<file path="src/core/ibseq_pkg.sv">
// Purpose: shared constants and types for the two-wire master sequencer
// Assumes: 250 MHz core clock, word-indexed register port
// Notes: register offsets are word indexes on the plain register port
`default_nettype none
package ibseq_pkg;
  // ************************************************
  // register map
  // ************************************************
  localparam logic [3:0] ADDR_CONTROL = 4'h0;
  localparam logic [3:0] ADDR_STATUS = 4'h1;
  localparam logic [3:0] ADDR_TRANSMIT = 4'h2;
  localparam logic [3:0] ADDR_RECEIVE = 4'h3;
  localparam logic [3:0] ADDR_IRQ_STATUS = 4'h4;
  localparam logic [3:0] ADDR_IRQ_MASK = 4'h5;
  localparam logic [3:0] ADDR_DIVIDER = 4'h6;

  // ************************************************
  // control bits
  // ************************************************
  localparam int CTL_START = 0;
  localparam int CTL_RESTART = 1;
  localparam int CTL_STOP = 2;
  localparam int CTL_RECEIVE = 3;
  localparam int CTL_ACK_SEQ = 4;
  localparam int CTL_ACK_VALUE = 5;
  localparam int CTL_ENABLE = 15;

  // ************************************************
  // status bits
  // ************************************************
  localparam int STA_TX_FULL = 0;
  localparam int STA_RX_FULL = 1;
  localparam int STA_RX_OVERFLOW = 6;
  localparam int STA_WRITE_COLL = 7;
  localparam int STA_BUS_COLL = 10;
  localparam int STA_TX_ACTIVE = 14;
  localparam int STA_ACK_RECEIVED = 15;

  // interrupt status bits
  localparam int IRQ_DONE = 0;
  localparam int IRQ_BUS_COLL = 1;
  localparam int IRQ_WRITE_COLL = 2;
  localparam int IRQ_WIDTH = 3;

  localparam logic [15:0] CONTROL_RESET = 16'h0000;
  localparam logic [15:0] DIVIDER_RESET = 16'h0009;
  localparam int BIT_COUNT = 8;

  typedef enum {
    ST_IDLE, ST_START, ST_RESTART, ST_STOP, ST_TX, ST_RX, ST_ACK
  } ibseq_state_type;

  typedef struct packed {
    logic [3:0] addr;
    logic [15:0] wdata;
    logic write;
    logic read;
  } ibseq_req_type;
endpackage
`default_nettype wire

</file>
<file path="src/core/ibseq_master.sv">
// Purpose: master-side bus sequencer of a two-wire serial controller
// Assumes: open-drain lines resolved outside; one request in flight at a time
// Notes: each sequence step is four quarter-bit ticks of the divider
// How it works
// - ack slot drives stored ack value
// - ack request starts ack sequence on lines
// - hardware clears ack request at sequence end
// - receive request clocks in one byte
// - stop request makes stop, then clears
// - restart request makes repeated start, clears
// - start request makes start, then clears
// - tx active flag covers byte plus ack
// - bus collision flag sticky until cleared
// - transmit write while busy sets collision
`default_nettype none
module ibseq_master (
  input wire logic clock_in,
  input wire logic reset_n_in,
  input wire logic [3:0] reg_addr_in,
  input wire logic [15:0] reg_wdata_in,
  input wire logic reg_write_in,
  input wire logic reg_read_in,
  output logic [15:0] reg_rdata_out,
  input wire logic serial_data_line_in,
  output logic serial_data_line_out,
  output logic serial_data_line_oe_out,
  input wire logic serial_clock_line_in,
  output logic serial_clock_line_out,
  output logic serial_clock_line_oe_out,
  output logic irq_out
);
  // ************************************************
  // pin synchronisers
  // ************************************************
  logic [1:0] sda_sync_reg;
  logic [1:0] scl_sync_reg;
  logic sda_reg;
  logic scl_reg;

  always_ff @(posedge clock_in)
  begin
    if (!reset_n_in)
    begin
      sda_sync_reg <= 2'h3;
      scl_sync_reg <= 2'h3;
    end
    else
    begin
      sda_sync_reg <= {sda_sync_reg[0], serial_data_line_in};
      scl_sync_reg <= {scl_sync_reg[0], serial_clock_line_in};
    end
  end
  assign sda_reg = sda_sync_reg[1];
  assign scl_reg = scl_sync_reg[1];

  // ************************************************
  // register port
  // ************************************************
  ibseq_pkg::ibseq_req_type req;
  assign req = '{addr: reg_addr_in, wdata: reg_wdata_in, write: reg_write_in,
                 read: reg_read_in};

  function automatic logic hit(input ibseq_pkg::ibseq_req_type r, input logic [3:0] a);
    hit = r.write && (r.addr == a);
  endfunction

  ibseq_pkg::ibseq_state_type state_reg;
  logic [15:0] control_reg;
  logic [15:0] divider_reg;
  logic [7:0] transmit_reg;
  logic [7:0] shift_reg;
  logic [7:0] receive_reg;
  logic [3:0] bit_reg;
  logic [1:0] phase_reg;
  logic [15:0] div_count_reg;
  logic tick;
  logic busy;
  logic step_end;
  logic seq_done;
  logic tx_full_reg;
  logic rx_full_reg;
  logic rx_overflow_reg;
  logic write_coll_reg;
  logic bus_coll_reg;
  logic tx_active_reg;
  logic ack_received_reg;
  logic sda_drive_reg;
  logic scl_drive_reg;
  logic [ibseq_pkg::IRQ_WIDTH-1:0] irq_status_reg;
  logic [ibseq_pkg::IRQ_WIDTH-1:0] irq_mask_reg;
  logic collision;
  logic write_coll_event;

  assign busy = (state_reg != ibseq_pkg::ST_IDLE);
  assign step_end = tick && (phase_reg == 2'h3);

  // ************************************************
  // quarter-bit divider
  // ************************************************
  always_ff @(posedge clock_in)
  begin
    if (!reset_n_in)
    begin
      div_count_reg <= 16'h0000;
      tick <= 1'b0;
    end
    else if (!busy || div_count_reg == divider_reg)
    begin
      div_count_reg <= 16'h0000;
      tick <= busy;
    end
    else
    begin
      div_count_reg <= div_count_reg + 16'h0001;
      tick <= 1'b0;
    end
  end

  // ************************************************
  // control register and request clearing
  // ************************************************
  always_ff @(posedge clock_in)
  begin
    if (!reset_n_in)
      control_reg <= ibseq_pkg::CONTROL_RESET;
    else if (hit(req, ibseq_pkg::ADDR_CONTROL))
      control_reg <= req.wdata;
    else if (seq_done || collision)
      control_reg[ibseq_pkg::CTL_ACK_SEQ:ibseq_pkg::CTL_START] <= 5'h00;
  end

  always_ff @(posedge clock_in)
  begin
    if (!reset_n_in)
      divider_reg <= ibseq_pkg::DIVIDER_RESET;
    else if (hit(req, ibseq_pkg::ADDR_DIVIDER))
      divider_reg <= req.wdata;
  end

  // ************************************************
  // sequencer
  // ************************************************
  // seq_done pulses in the cycle the last step of any sequence but a transmitted byte ends
  assign seq_done = step_end && (state_reg != ibseq_pkg::ST_TX) &&
                    (state_reg != ibseq_pkg::ST_RX || bit_reg == 4'h7);
  // driving released data but reading low means another master won;
  // the slave owns the data line in receive and in the transmit ack slot
  assign collision = busy && tick && phase_reg == 2'h2 && sda_drive_reg &&
                     !sda_reg && state_reg != ibseq_pkg::ST_RX &&
                     !(state_reg == ibseq_pkg::ST_TX && bit_reg == 4'h8);
  assign write_coll_event = hit(req, ibseq_pkg::ADDR_TRANSMIT) && busy;

  always_ff @(posedge clock_in)
  begin
    if (!reset_n_in)
    begin
      state_reg <= ibseq_pkg::ST_IDLE;
      phase_reg <= 2'h0;
      bit_reg <= 4'h0;
      shift_reg <= 8'h00;
    end
    else if (collision)
      state_reg <= ibseq_pkg::ST_IDLE;
    else
    begin
      case (state_reg)
        ibseq_pkg::ST_IDLE:
        begin
          phase_reg <= 2'h0;
          bit_reg <= 4'h0;
          if (control_reg[ibseq_pkg::CTL_ENABLE])
          begin
            // one request at a time; lowest bit served first
            if (control_reg[ibseq_pkg::CTL_START])
              state_reg <= ibseq_pkg::ST_START;
            else if (control_reg[ibseq_pkg::CTL_RESTART])
              state_reg <= ibseq_pkg::ST_RESTART;
            else if (control_reg[ibseq_pkg::CTL_STOP])
              state_reg <= ibseq_pkg::ST_STOP;
            else if (control_reg[ibseq_pkg::CTL_RECEIVE])
              state_reg <= ibseq_pkg::ST_RX;
            else if (control_reg[ibseq_pkg::CTL_ACK_SEQ])
              state_reg <= ibseq_pkg::ST_ACK;
            else if (tx_full_reg)
            begin
              state_reg <= ibseq_pkg::ST_TX;
              shift_reg <= transmit_reg;
            end
          end
        end
        ibseq_pkg::ST_TX:
          if (tick)
          begin
            phase_reg <= phase_reg + 2'h1;
            if (phase_reg == 2'h3 && bit_reg != 4'h8)
              shift_reg <= {shift_reg[6:0], 1'b0};
            if (phase_reg == 2'h3)
            begin
              bit_reg <= bit_reg + 4'h1;
              if (bit_reg == 4'h8)
                state_reg <= ibseq_pkg::ST_IDLE;
            end
          end
        ibseq_pkg::ST_RX:
          if (tick)
          begin
            phase_reg <= phase_reg + 2'h1;
            if (phase_reg == 2'h2)
              shift_reg <= {shift_reg[6:0], sda_reg};
            if (phase_reg == 2'h3)
            begin
              bit_reg <= bit_reg + 4'h1;
              if (bit_reg == 4'h7)
                state_reg <= ibseq_pkg::ST_IDLE;
            end
          end
        default:
          if (tick)
          begin
            phase_reg <= phase_reg + 2'h1;
            if (phase_reg == 2'h3)
              state_reg <= ibseq_pkg::ST_IDLE;
          end
      endcase
    end
  end

  // ************************************************
  // line drive per phase
  // ************************************************
  always_ff @(posedge clock_in)
  begin
    if (!reset_n_in)
    begin
      sda_drive_reg <= 1'b1;
      scl_drive_reg <= 1'b1;
    end
    else if (!busy || collision)
    begin
      sda_drive_reg <= 1'b1;
      scl_drive_reg <= collision ? 1'b1 : scl_drive_reg;
    end
    else if (tick)
    begin
      case (state_reg)
        ibseq_pkg::ST_START:
        begin
          sda_drive_reg <= (phase_reg < 2'h1);
          scl_drive_reg <= (phase_reg < 2'h3);
        end
        ibseq_pkg::ST_RESTART:
        begin
          sda_drive_reg <= (phase_reg < 2'h2);
          scl_drive_reg <= (phase_reg != 2'h0) && (phase_reg != 2'h3);
        end
        ibseq_pkg::ST_STOP:
        begin
          sda_drive_reg <= (phase_reg >= 2'h2);
          scl_drive_reg <= (phase_reg != 2'h0);
        end
        ibseq_pkg::ST_ACK:
        begin
          sda_drive_reg <= control_reg[ibseq_pkg::CTL_ACK_VALUE];
          scl_drive_reg <= (phase_reg == 2'h1) || (phase_reg == 2'h2);
        end
        ibseq_pkg::ST_RX:
        begin
          sda_drive_reg <= 1'b1;
          scl_drive_reg <= (phase_reg == 2'h1) || (phase_reg == 2'h2);
        end
        ibseq_pkg::ST_TX:
        begin
          sda_drive_reg <= (bit_reg == 4'h8) ? 1'b1 : shift_reg[7];
          scl_drive_reg <= (phase_reg == 2'h1) || (phase_reg == 2'h2);
        end
        default:
        begin
          sda_drive_reg <= 1'b1;
          scl_drive_reg <= 1'b1;
        end
      endcase
    end
  end

  // open drain: only a low is ever driven
  always_ff @(posedge clock_in)
  begin
    if (!reset_n_in)
    begin
      serial_data_line_out <= 1'b0;
      serial_data_line_oe_out <= 1'b0;
      serial_clock_line_out <= 1'b0;
      serial_clock_line_oe_out <= 1'b0;
    end
    else
    begin
      serial_data_line_out <= 1'b0;
      serial_data_line_oe_out <= !sda_drive_reg;
      serial_clock_line_out <= 1'b0;
      serial_clock_line_oe_out <= !scl_drive_reg;
    end
  end

  // ************************************************
  // data and status flags
  // ************************************************
  always_ff @(posedge clock_in)
  begin
    if (!reset_n_in)
    begin
      transmit_reg <= 8'h00;
      tx_full_reg <= 1'b0;
      tx_active_reg <= 1'b0;
      ack_received_reg <= 1'b0;
    end
    else
    begin
      if (hit(req, ibseq_pkg::ADDR_TRANSMIT) && !busy)
      begin
        transmit_reg <= req.wdata[7:0];
        tx_full_reg <= 1'b1;
      end
      else if (state_reg == ibseq_pkg::ST_IDLE && tx_full_reg &&
               control_reg[ibseq_pkg::CTL_ENABLE] && control_reg[4:0] == 5'h00)
      begin
        tx_full_reg <= 1'b0;
        tx_active_reg <= 1'b1;
      end
      if (state_reg == ibseq_pkg::ST_TX && step_end && bit_reg == 4'h8)
      begin
        tx_active_reg <= 1'b0;
        ack_received_reg <= sda_reg;
      end
      else if (collision)
        tx_active_reg <= 1'b0;
    end
  end

  always_ff @(posedge clock_in)
  begin
    if (!reset_n_in)
    begin
      receive_reg <= 8'h00;
      rx_full_reg <= 1'b0;
      rx_overflow_reg <= 1'b0;
    end
    else
    begin
      if (state_reg == ibseq_pkg::ST_RX && step_end && bit_reg == 4'h7)
      begin
        receive_reg <= shift_reg;
        rx_full_reg <= 1'b1;
        if (rx_full_reg)
          rx_overflow_reg <= 1'b1;
      end
      else if (req.read && req.addr == ibseq_pkg::ADDR_RECEIVE)
        rx_full_reg <= 1'b0;
      if (hit(req, ibseq_pkg::ADDR_STATUS) && !req.wdata[ibseq_pkg::STA_RX_OVERFLOW] &&
          !(state_reg == ibseq_pkg::ST_RX && step_end && bit_reg == 4'h7 && rx_full_reg))
        rx_overflow_reg <= 1'b0;
    end
  end

  // software clears a flag by writing zero to it; a new event wins
  always_ff @(posedge clock_in)
  begin
    if (!reset_n_in)
    begin
      bus_coll_reg <= 1'b0;
      write_coll_reg <= 1'b0;
    end
    else
    begin
      if (collision)
        bus_coll_reg <= 1'b1;
      else if (hit(req, ibseq_pkg::ADDR_STATUS) && !req.wdata[ibseq_pkg::STA_BUS_COLL])
        bus_coll_reg <= 1'b0;
      if (write_coll_event)
        write_coll_reg <= 1'b1;
      else if (hit(req, ibseq_pkg::ADDR_STATUS) && !req.wdata[ibseq_pkg::STA_WRITE_COLL])
        write_coll_reg <= 1'b0;
    end
  end

  // ************************************************
  // interrupts
  // ************************************************
  logic [ibseq_pkg::IRQ_WIDTH-1:0] irq_events;
  assign irq_events = {write_coll_event, collision, seq_done};

  always_ff @(posedge clock_in)
  begin
    if (!reset_n_in)
    begin
      irq_status_reg <= '0;
      irq_mask_reg <= '0;
      irq_out <= 1'b0;
    end
    else
    begin
      if (hit(req, ibseq_pkg::ADDR_IRQ_STATUS))
        irq_status_reg <= (irq_status_reg & ~req.wdata[ibseq_pkg::IRQ_WIDTH-1:0]) |
                          irq_events;
      else
        irq_status_reg <= irq_status_reg | irq_events;
      if (hit(req, ibseq_pkg::ADDR_IRQ_MASK))
        irq_mask_reg <= req.wdata[ibseq_pkg::IRQ_WIDTH-1:0];
      irq_out <= |(irq_status_reg & irq_mask_reg);
    end
  end

  // ************************************************
  // read data
  // ************************************************
  logic [15:0] status_word;
  always_comb
  begin
    status_word = 16'h0000;
    status_word[ibseq_pkg::STA_ACK_RECEIVED] = ack_received_reg;
    status_word[ibseq_pkg::STA_TX_ACTIVE] = tx_active_reg;
    status_word[ibseq_pkg::STA_BUS_COLL] = bus_coll_reg;
    status_word[ibseq_pkg::STA_WRITE_COLL] = write_coll_reg;
    status_word[ibseq_pkg::STA_RX_OVERFLOW] = rx_overflow_reg;
    status_word[ibseq_pkg::STA_RX_FULL] = rx_full_reg;
    status_word[ibseq_pkg::STA_TX_FULL] = tx_full_reg;
  end

  always_ff @(posedge clock_in)
  begin
    if (!reset_n_in)
      reg_rdata_out <= 16'h0000;
    else if (req.read)
    begin
      case (req.addr)
        ibseq_pkg::ADDR_CONTROL: reg_rdata_out <= control_reg;
        ibseq_pkg::ADDR_STATUS: reg_rdata_out <= status_word;
        ibseq_pkg::ADDR_TRANSMIT: reg_rdata_out <= {8'h00, transmit_reg};
        ibseq_pkg::ADDR_RECEIVE: reg_rdata_out <= {8'h00, receive_reg};
        ibseq_pkg::ADDR_IRQ_STATUS: reg_rdata_out <= {13'h0000, irq_status_reg};
        ibseq_pkg::ADDR_IRQ_MASK: reg_rdata_out <= {13'h0000, irq_mask_reg};
        ibseq_pkg::ADDR_DIVIDER: reg_rdata_out <= divider_reg;
        default: reg_rdata_out <= 16'h0000;
      endcase
    end
    else
      reg_rdata_out <= 16'h0000;
  end
endmodule
`default_nettype wire

</file>
<file path="config.mk">
export PLATFORM = sky130hd
export DESIGN_NAME = ibseq_master
export DESIGN_NICKNAME = d
export VERILOG_FILES = /design/src/core/ibseq_pkg.sv /design/src/core/ibseq_master.sv
export SDC_FILE = /design/constraint.sdc
export NUM_CORES = 1
export LEC_CHECK = 0
export BUFFER_PORTS_ARGS = -buffer_cell sky130_fd_sc_hd__buf_4
export CORE_MARGIN = 2
export CORE_UTILIZATION = 49
export CTS_BUF_LIST = sky130_fd_sc_hd__clkbuf_16
export DETAILED_ROUTE_END_ITERATION = 10
export GPL_ROUTABILITY_DRIVEN = 0
export GPL_TIMING_DRIVEN = 0
export PLACE_DENSITY = 0.68
export SYNTH_ARGS = -nofsm -noshare
export SYNTH_HDL_FRONTEND = slang
export SYNTH_SLANG_ARGS = --single-unit
</file>
<file path="constraint.sdc">
create_clock -name clock_in -period 2.2 [get_ports clock_in]
set_input_delay 0.11 -clock clock_in [delete_from_list [all_inputs] [get_ports clock_in]]
set_output_delay 0.11 -clock clock_in [all_outputs]
set_load 0.1 [all_outputs]
</file>
# After elaboration in Yosys (flattened, before gate mapping)
# Cells that the tools add are included.
[totals]
ff_bits = 147
input_bits = 26
output_inout_bits = 21
wordCells = 216
[op_classes]
add_sub_neg = 3
n_lt_le_gt_ge = 4
eq_ne = 43
n_mux = 51
n_bitwise = 8
reduce_logical = 80
[op_table]
columns = ["cell", "count"]
rows = [
  ["$mux W32", 15],
  ["$pmux W16 S7", 1],
  ["$eq A32 B3 Y1 const B", 3],
  ["$pmux W32 S3", 1],
  ["$mux W8", 11],
  ["$eq A32 B2 Y1 const B", 2],
  ["$eq A32 B4 Y1 const B", 2],
  ["$logic_not A32 Y1", 2],
  ["$ne A32 B4 Y1 const B", 2],
  ["$ne A2 B2 Y1 const B", 17],
  ["$logic_and A1 B1 Y1", 33],
  ["$eq A32 B1 Y1 const B", 1],
  ["$reduce_bool A32 Y1", 1],
  ["$pmux W8 S3", 1],
  ["$reduce_bool A2 Y1", 10],
  ["$add A16 B1 Y16 const B", 1],
  ["$eq A16 B16 Y1", 1],
  ["$eq A4 B3 Y1 const B", 4],
  ["$reduce_and A13 Y1", 1],
  ["$mux W1", 12],
  ["$reduce_and A2 Y1", 6],
  ["$mux W5", 2],
  ["$reduce_and A10 Y1", 1],
  ["$reduce_or A2 Y1", 5],
  ["30 further kinds", 54],
]

# Logic depth before layout (Yosys ltp)
# Gate-level depths: netlist (run 1).
[depth]
depth_word = 10
depth_mapped = 8
ltp_nobuf = 7

# Worst setup path after synthesis (run 1)
# Ideal clock, no wire load.
[synth_timing]
path_type = "register -> register"
from = "register phase_reg[0]"
to = "register shift_reg[5]"
arrival_time_ps = 1592
required_time_ps = 2084
setup_slack_ps = 492
path_stages_with_launch = 9
path_buffers = 1
cell_sequence = "dfxtp_1 inv_1 ha_1 a21bo_1 o2111ai_2 nor4_4 buf_6 nand2_1 o211a_1"
[synth_via]
elab_chain_cells = 8
elab_cells_between_ends = 12
[synth_rtl]
columns = ["element", "line", "text"]
rows = [
  ["start, declared", "ibseq_master.sv:74", "logic [1:0] phase_reg;"],
  ["start signal, assigned", "ibseq_master.sv:194", "phase_reg <= phase_reg + 2'h1;"],
  ["start signal, assigned", "ibseq_master.sv:207", "phase_reg <= phase_reg + 2'h1;"],
  ["start signal, assigned", "ibseq_master.sv:220", "phase_reg <= phase_reg + 2'h1;"],
  ["$eq A2 B2 Y1", "ibseq_master.sv:148, ibseq_master.sv:208", ""],
  ["$logic_and A1 B1 Y1 (3 in a row)", "ibseq_master.sv:148", "assign collision = busy && tick && phase_reg == 2'h2 && sda_drive_reg &&"],
  ["$logic_and A1 B1 Y1 (2 in a row)", "ibseq_master.sv:149", "!sda_reg && state_reg != ibseq_pkg::ST_RX &&"],
  ["$not A1 Y1 (no source line)", "n/a", ""],
  ["$reduce_and A13 Y1 (no source line) *", "n/a", ""],
  ["end signal, assigned", "ibseq_master.sv:187", "shift_reg <= transmit_reg;"],
  ["end signal, assigned", "ibseq_master.sv:196", "shift_reg <= {shift_reg[6:0], 1'b0};"],
  ["end signal, assigned", "ibseq_master.sv:209", "shift_reg <= {shift_reg[6:0], sda_reg};"],
  ["end, declared", "ibseq_master.sv:71", "logic [7:0] shift_reg;"],
]
# Every way passes the cells marked *; elsewhere a longest branch is shown, timed or not.
# A chain may end at the register's enable or synchronous reset.

# Final worst setup path (run 1)
[layout_timing]
from = "register phase_reg[1]"
to = "register receive_reg[3]"
[layout_via]
elab_chain_cells = 4
[layout_rtl]
columns = ["element", "line", "text"]
rows = [
  ["$eq A2 B2 Y1", "ibseq_master.sv:95", "assign step_end = tick && (phase_reg == 2'h3);"],
  ["$logic_and A1 B1 Y1", "ibseq_master.sv:95", ""],
  ["$logic_and A1 B1 Y1 (2 in a row)", "ibseq_master.sv:349", "if (state_reg == ibseq_pkg::ST_RX && step_end && bit_reg == 4'h7)"],
  ["end signal, assigned", "ibseq_master.sv:351", "receive_reg <= shift_reg;"],
  ["end, declared", "ibseq_master.sv:72", "logic [7:0] receive_reg;"],
]
# Every way passes these cells.

==> results of run 1 <==
==> report_power, final <==
part / leakage (nW) / internal [mW] / switching [mW]
logic: 1.32 / 0.0968 / 0.139
clock network: 0.293 / 1.87 / 1.00
registers: 0.952 / 2.15 / 0.0132
total: 2.57 / 4.12 / 1.15
==> worst paths after layout <==
check | end
worst max-delay path | receive_reg[3]
worst min-delay path | rx_full_reg
worst max register to register | receive_reg[3]
worst min register to register | sda_sync_reg[1]
==> cell families after synthesis <==
kind of cell	Yosys count	share of synthesized area
compound gates	125	0.171
buf+inv	46	0.0463
simple gates	258	0.240
xor+xnor	31	0.0499
flops	118	0.435
fa+ha+maj	7	0.0161
mux	22	0.0410
other cells	1	0.000690
==> final cells by class <==
cell class	count	share of cell area
repair buffers	56	0.0692
flip-flops and latches	118	0.353
clock buffers	17	0.0636
plain buffers	37	0.0325
clock inverters	15	0.0280
well taps	140	0.0262
inverters	9	0.00505
multi-input cells	445	0.422
==> layout by cell type (no fill, tap or decap), types with 7 or more instances in the layout <==
| cell | Yosys | final |
|---|---|---|
| o211a_1 | 8 | 8 |
| mux2i_1 | 20 | 20 |
| buf_4 | 10 | 49 |
| o21ai_0 | 8 | 8 |
| dlygate4sd3_1 | 0 | 17 |
| clkbuf_1 | 12 | 12 |
| a21boi_1 | 20 | 20 |
| buf_2 | 9 | 9 |
| xor2_1 | 23 | 23 |
| ha_1 | 7 | 7 |
| nand3_1 | 24 | 24 |
| a21boi_0 | 27 | 27 |
| xnor2_1 | 8 | 8 |
| a22oi_1 | 21 | 21 |
| nand4_1 | 8 | 8 |
| nand2_1 | 118 | 118 |
| inv_1 | 9 | 11 |
| clkbuf_16 | 0 | 17 |
| dfxtp_1 | 118 | 118 |
| a21oi_1 | 13 | 13 |
| nor2_1 | 43 | 43 |
| nor2b_1 | 18 | 18 |
==> critical path, delay by kind of cell, from the launching register on <==
kind | cells | cell delay, ps
DFF | 1 | 410
buffers and inverters | 1 | 310
muxes | 1 | 250
adders and majority gates | 1 | 220
and+or+nand+nor | 4 | 670
==> stage by stage <==
step	cells	util	setup slack (ps)	hold slack (ps)	instance area, µm²
2_1_floorplan	609	-	492	211	5440
3_3_place_gp	787	0.544	161	295	5900
3_5_place_dp	787	0.544	136	299	5900
4_1_cts	836	0.617	114	37.0	6680
5_1_grt	837	0.617	110	100	6690
6_report	837	0.617	227	61.2	6690
==> metal layers <==
layer,share of wire,track usage,vias to the layer above
met5,0,0,-
li1,-,-,2276
met4,0.032,0.116,0
met2,0.47,0.428,153
met1,0.44,0.337,2285
met3,0.060,0.0646,35
==> what timing repair did <==
action,in CTS,in global routing
gates resized for setup,0,0
endpoints found under the hold margin,44,0
setup buffers,0,1
hold buffers,17,0
endpoints found under the setup margin,0,2
==> summary.txt, run 1 <==
Power
  • Worst vdd ir: 557 µV
  • Leak: 2.57 nW
  • Pwr Total: 5.28 mW
  • PD cells: 789 nW/µm²

Setup path
  • Cell Chain, Critical Path: ha_1 > nand2_1 > nor2_1 > and2_1 > buf_2 > mux2i_1 > nor2b_1
  • Crit. Startpoint: phase_reg[1]
  • R2r worst-path depth: 7
  • R2r setup slk: 230 ps
  • CP max stage delay: 410 ps
  • Kind of critical path: reg2reg
  • Worst path slowest cell: dfxtp_1
  • Crit path DAT: 2290 ps
  • Required time of the critical path: 2510 ps
  • Setup crit end kind: flip-flop
  • Crit Path Max Fanout: 10
  • Reg-to-Reg Start: phase_reg[1]
  • CP startpoint kind: flip-flop

Timing
  • Post-layout minimum cycle time: 1970 ps
  • Final hold violations: 0
  • Max Fclk: 507 MHz
  • Final Setup Violations: 0
  • Period utilisation layout: 0.897
  • Worst Tran Pin Value: 779 ps
  • Slew Limit Fails: 0
  • Unrepaired setup endpoints after global routing: no
  • Slew HR: 0.478
  • Setup TNS: 0 ps
  • Clock Skew: 6.72 ps

Routing
  • Initial DRT Pass Iterations: 5
  • DRC viols: 0
  • Vias: 4749
  • Antenna Nets Post-Route: 0
  • Iteration-0 DRC Markers: 452
  • Vias/cell: 5.67
  • Routed WL: 14900 µm
  • Drt wl/cell: 17.8 µm

Run
  • Max cap viols: 0

CTS
  • Clock Path Buffers: 2
  • Cts bufs inserted: 17
  • Skew-Pair Late Insertion Delay: 430 ps
  • Sink Count: 118
  • H-tree depth: 4
  • CTS tree: yes
  • Clock-pin slew on the worst setup and hold paths: 50 ps
  • Root Driver: clkbuf_16

Die
  • Die area: 12000 µm²
  • Die Ht: 109 µm
  • Die Width: 109 µm
  • Initial Utilization: 0.502
  • I/O pin count: 47
  • Row count: 38
  • Core area: 10800 µm²

Synthesis
  • Async set-reset flop share out of synthesis: 0
  • Synth Register Bits: 118
  • Mapped Area: 5440 µm²
  • Synth warn: 0
  • Mapped Cells: 608
  • Post-synth top flop: dfxtp_1
  • Sequential-to-total area share from yosys stat: 0.435
  • Synth area leaders: dfxtp_1 (43%), nand2_1 (8.1%), a21boi_0 (3.7%), xor2_1 (3.7%), mux2i_1 (3.7%)
  • Synth cell count leaders: dfxtp_1 (118), nand2_1 (118), nor2_1 (43)
  • Mean Syn Cell Area: 8.94 µm²
  • Synth cell types: 62
  • Post-synth EDFFs: 0
  • Cell taking the most area after synthesis: dfxtp_1
  • Synth top area share: 0.435

GRT
  • Number of global-route vias before repair: 4490
  • Largest net degree at the start of global routing: 17
  • Initial antenna violation count: 0
  • First-pass GRT wire length: 23500 µm
  • Overflow after GRT: 0
  • Total GRT Usage: 0.265

Place
  • Detailed-placement wirelength estimate: 10400 µm
  • IO Port Bufs: 38

Worst hold path
  • Hold path cells: 4
  • Worst min path class: in2reg
  • Worst hold path startpoint: reg_read_in

Cells and area
  • Multi-input gate area: 2830 µm²
  • Synthesis-to-layout area growth: 23.1%
  • Nets: 717
  • Layout cells sized above 1: 0.154
  • Antenna cells: 0
  • Sequential cell area: 2360 µm²
  • Fillers: 944

Outcome
  • Status: finished, final reports clean
Power figures use the tool's default switching activity.
==> run 2: changes to the inputs <==
PLACE_DENSITY = 0.7   (was 0.68)
==> run 2 against run 1 <==
Net effect:
- global-route usage fell by 0.62 points
- sequential share of layout area barely moved
- register-to-register slack barely moved
- die area did not move
- clock skew barely moved
- power fell by 0.58%
- non-clock buffer count did not move
- clock power barely moved
- core utilization barely moved
- final cell count did not move
- largest power group unchanged
==> summary.txt, run 2 (synthesis gave the netlist of run 1 again) <==
Cells and area
  • Layout cells sized above 1: 0.155
  • Synthesis-to-layout area growth: 23.1%
  • Most frequent cells in the layout: nand2_1 (118), dfxtp_1 (118), buf_4 (49), nor2_1 (43), a21boi_0 (27)
  • Final non-filler cell total: 837
  • Nets: 717
  • Antenna cells: 0

Power
  • Pwr Total: 5.25 mW
  • Worst vdd ir: 497 µV
  • PD cells: 784 nW/µm²
  • Leak: 2.56 nW

Setup path
  • Crit Path Max Fanout: 10
  • CP startpoint kind: flip-flop
  • Setup crit end kind: flip-flop
  • Kind of critical path: reg2reg
  • Crit path DAT: 2280 ps
  • Required time of the critical path: 2500 ps
  • R2r setup slk: 220 ps

Timing
  • Post-layout minimum cycle time: 1980 ps
  • Period utilisation layout: 0.898
  • Final hold violations: 0
  • Slew Limit Fails: 0
  • Slew HR: 0.512
  • Worst Tran Pin Value: 729 ps
  • Final Setup Violations: 0
  • Setup TNS: 0 ps
  • Max Fclk: 506 MHz
  • Clock Skew: 6.43 ps
  • Unrepaired setup endpoints after global routing: no
  • Worst setup margin: 223 ps

GRT
  • Overflow after GRT: 0
  • Initial antenna violation count: 0
  • First-pass GRT wire length: 23200 µm
  • Largest net degree at the start of global routing: 17
  • Number of global-route vias before repair: 4501
  • Total GRT Usage: 0.259

Routing
  • Iteration-0 DRC Markers: 394
  • Vias: 4785
  • Drt wl/cell: 17.6 µm
  • Initial DRT Pass Iterations: 5
  • Antenna Nets Post-Route: 0
  • Vias/cell: 5.72
  • DRC viols: 0
  • Routed WL: 14800 µm

CTS
  • H-tree depth: 4
  • Clock Path Buffers: 2
  • Root Driver: clkbuf_16
  • CTS tree: yes
  • Cts bufs inserted: 17
  • Sink Count: 118
  • Post_cts resized: 0
  • Clock-pin slew on the worst setup and hold paths: 50 ps
  • Skew-Pair Late Insertion Delay: 420 ps

Die
  • I/O pin count: 47
  • Initial Utilization: 0.502
  • Die Ht: 109 µm
  • Row count: 38
  • Die area: 12000 µm²
  • Die Width: 109 µm
  • Core area: 10800 µm²

Place
  • Detailed-placement wirelength estimate: 10500 µm
  • IO Port Bufs: 38
  • Placed Cells: 787
  • Post-place setup slack: 106 ps

Worst hold path
  • Worst min path class: in2reg

Outcome
  • Status: finished, final reports clean

Run
  • Max cap viols: 0
[run 2: cell types whose count changed in the layout (fill, tap and decap cells not counted), sizes merged]
cell,previous run,this run
inv,12,9
clkinvlp,4,6
clkinv,4,5
[run 2: metrics by stage]
step | instance area (µm²) | utilization | hold slack, ps
floorplan | 5440 | - | 211
global placement | 5900 | 0.544 | 295
detailed placement | 5900 | 0.544 | 300
CTS | 6680 | 0.616 | 43.5
global route | 6690 | 0.617 | 78.0
finish | 6690 | 0.617 | 53.3
[run 2: path summary, 6_finish.rpt]
check                       start  cells past startpoint              end
hold reg to reg   sda_sync_reg[0]                      1  sda_sync_reg[1]
setup reg to reg     phase_reg[1]                      7   receive_reg[4]
hold / removal        reg_read_in                      4      rx_full_reg
setup / recovery     phase_reg[1]                      7   receive_reg[4]
[run 2: power breakdown]
part           total [mW]  switching [mW]  internal (mW)
Sequential           2.17          0.0133           2.15
Combinational       0.234           0.137         0.0968
Clock                2.85           0.976           1.87
[run 2: final cells by class]
type / instances / area, µm²
Tap cell: 140 / 175
Inverter: 9 / 33.8
Buffer: 37 / 218
Fill cell: 959 / 4150
Clock inverter: 15 / 186
Clock buffer: 17 / 425
Timing Repair Buffer: 56 / 463
Sequential cell: 118 / 2360
Multi-Input combinational cell: 445 / 2830
[run 2: critical path, cell delays in order (launching register included)]
cell and delay [ps]:
dfxtp_1 430, ha_1 230, nand2_1 170, nor2_1 220, and2_1 200, buf_2 320, mux2i_1 230, nor2b_1 60
[run 2: routing by layer]
metal,global-route usage,part of all wire,vias to the layer above
met5,0,0,-
met3,0.0705,0.068,35
met1,0.330,0.43,2294
met4,0.100,0.027,0
met2,0.418,0.47,174
li1,-,-,2282
[run 2: what timing repair did]
action	4_1_cts	5_1_grt
hold endpoints to repair	38	0
buffers inserted	0	1
hold buffers	17	0
setup endpoints to repair	0	2
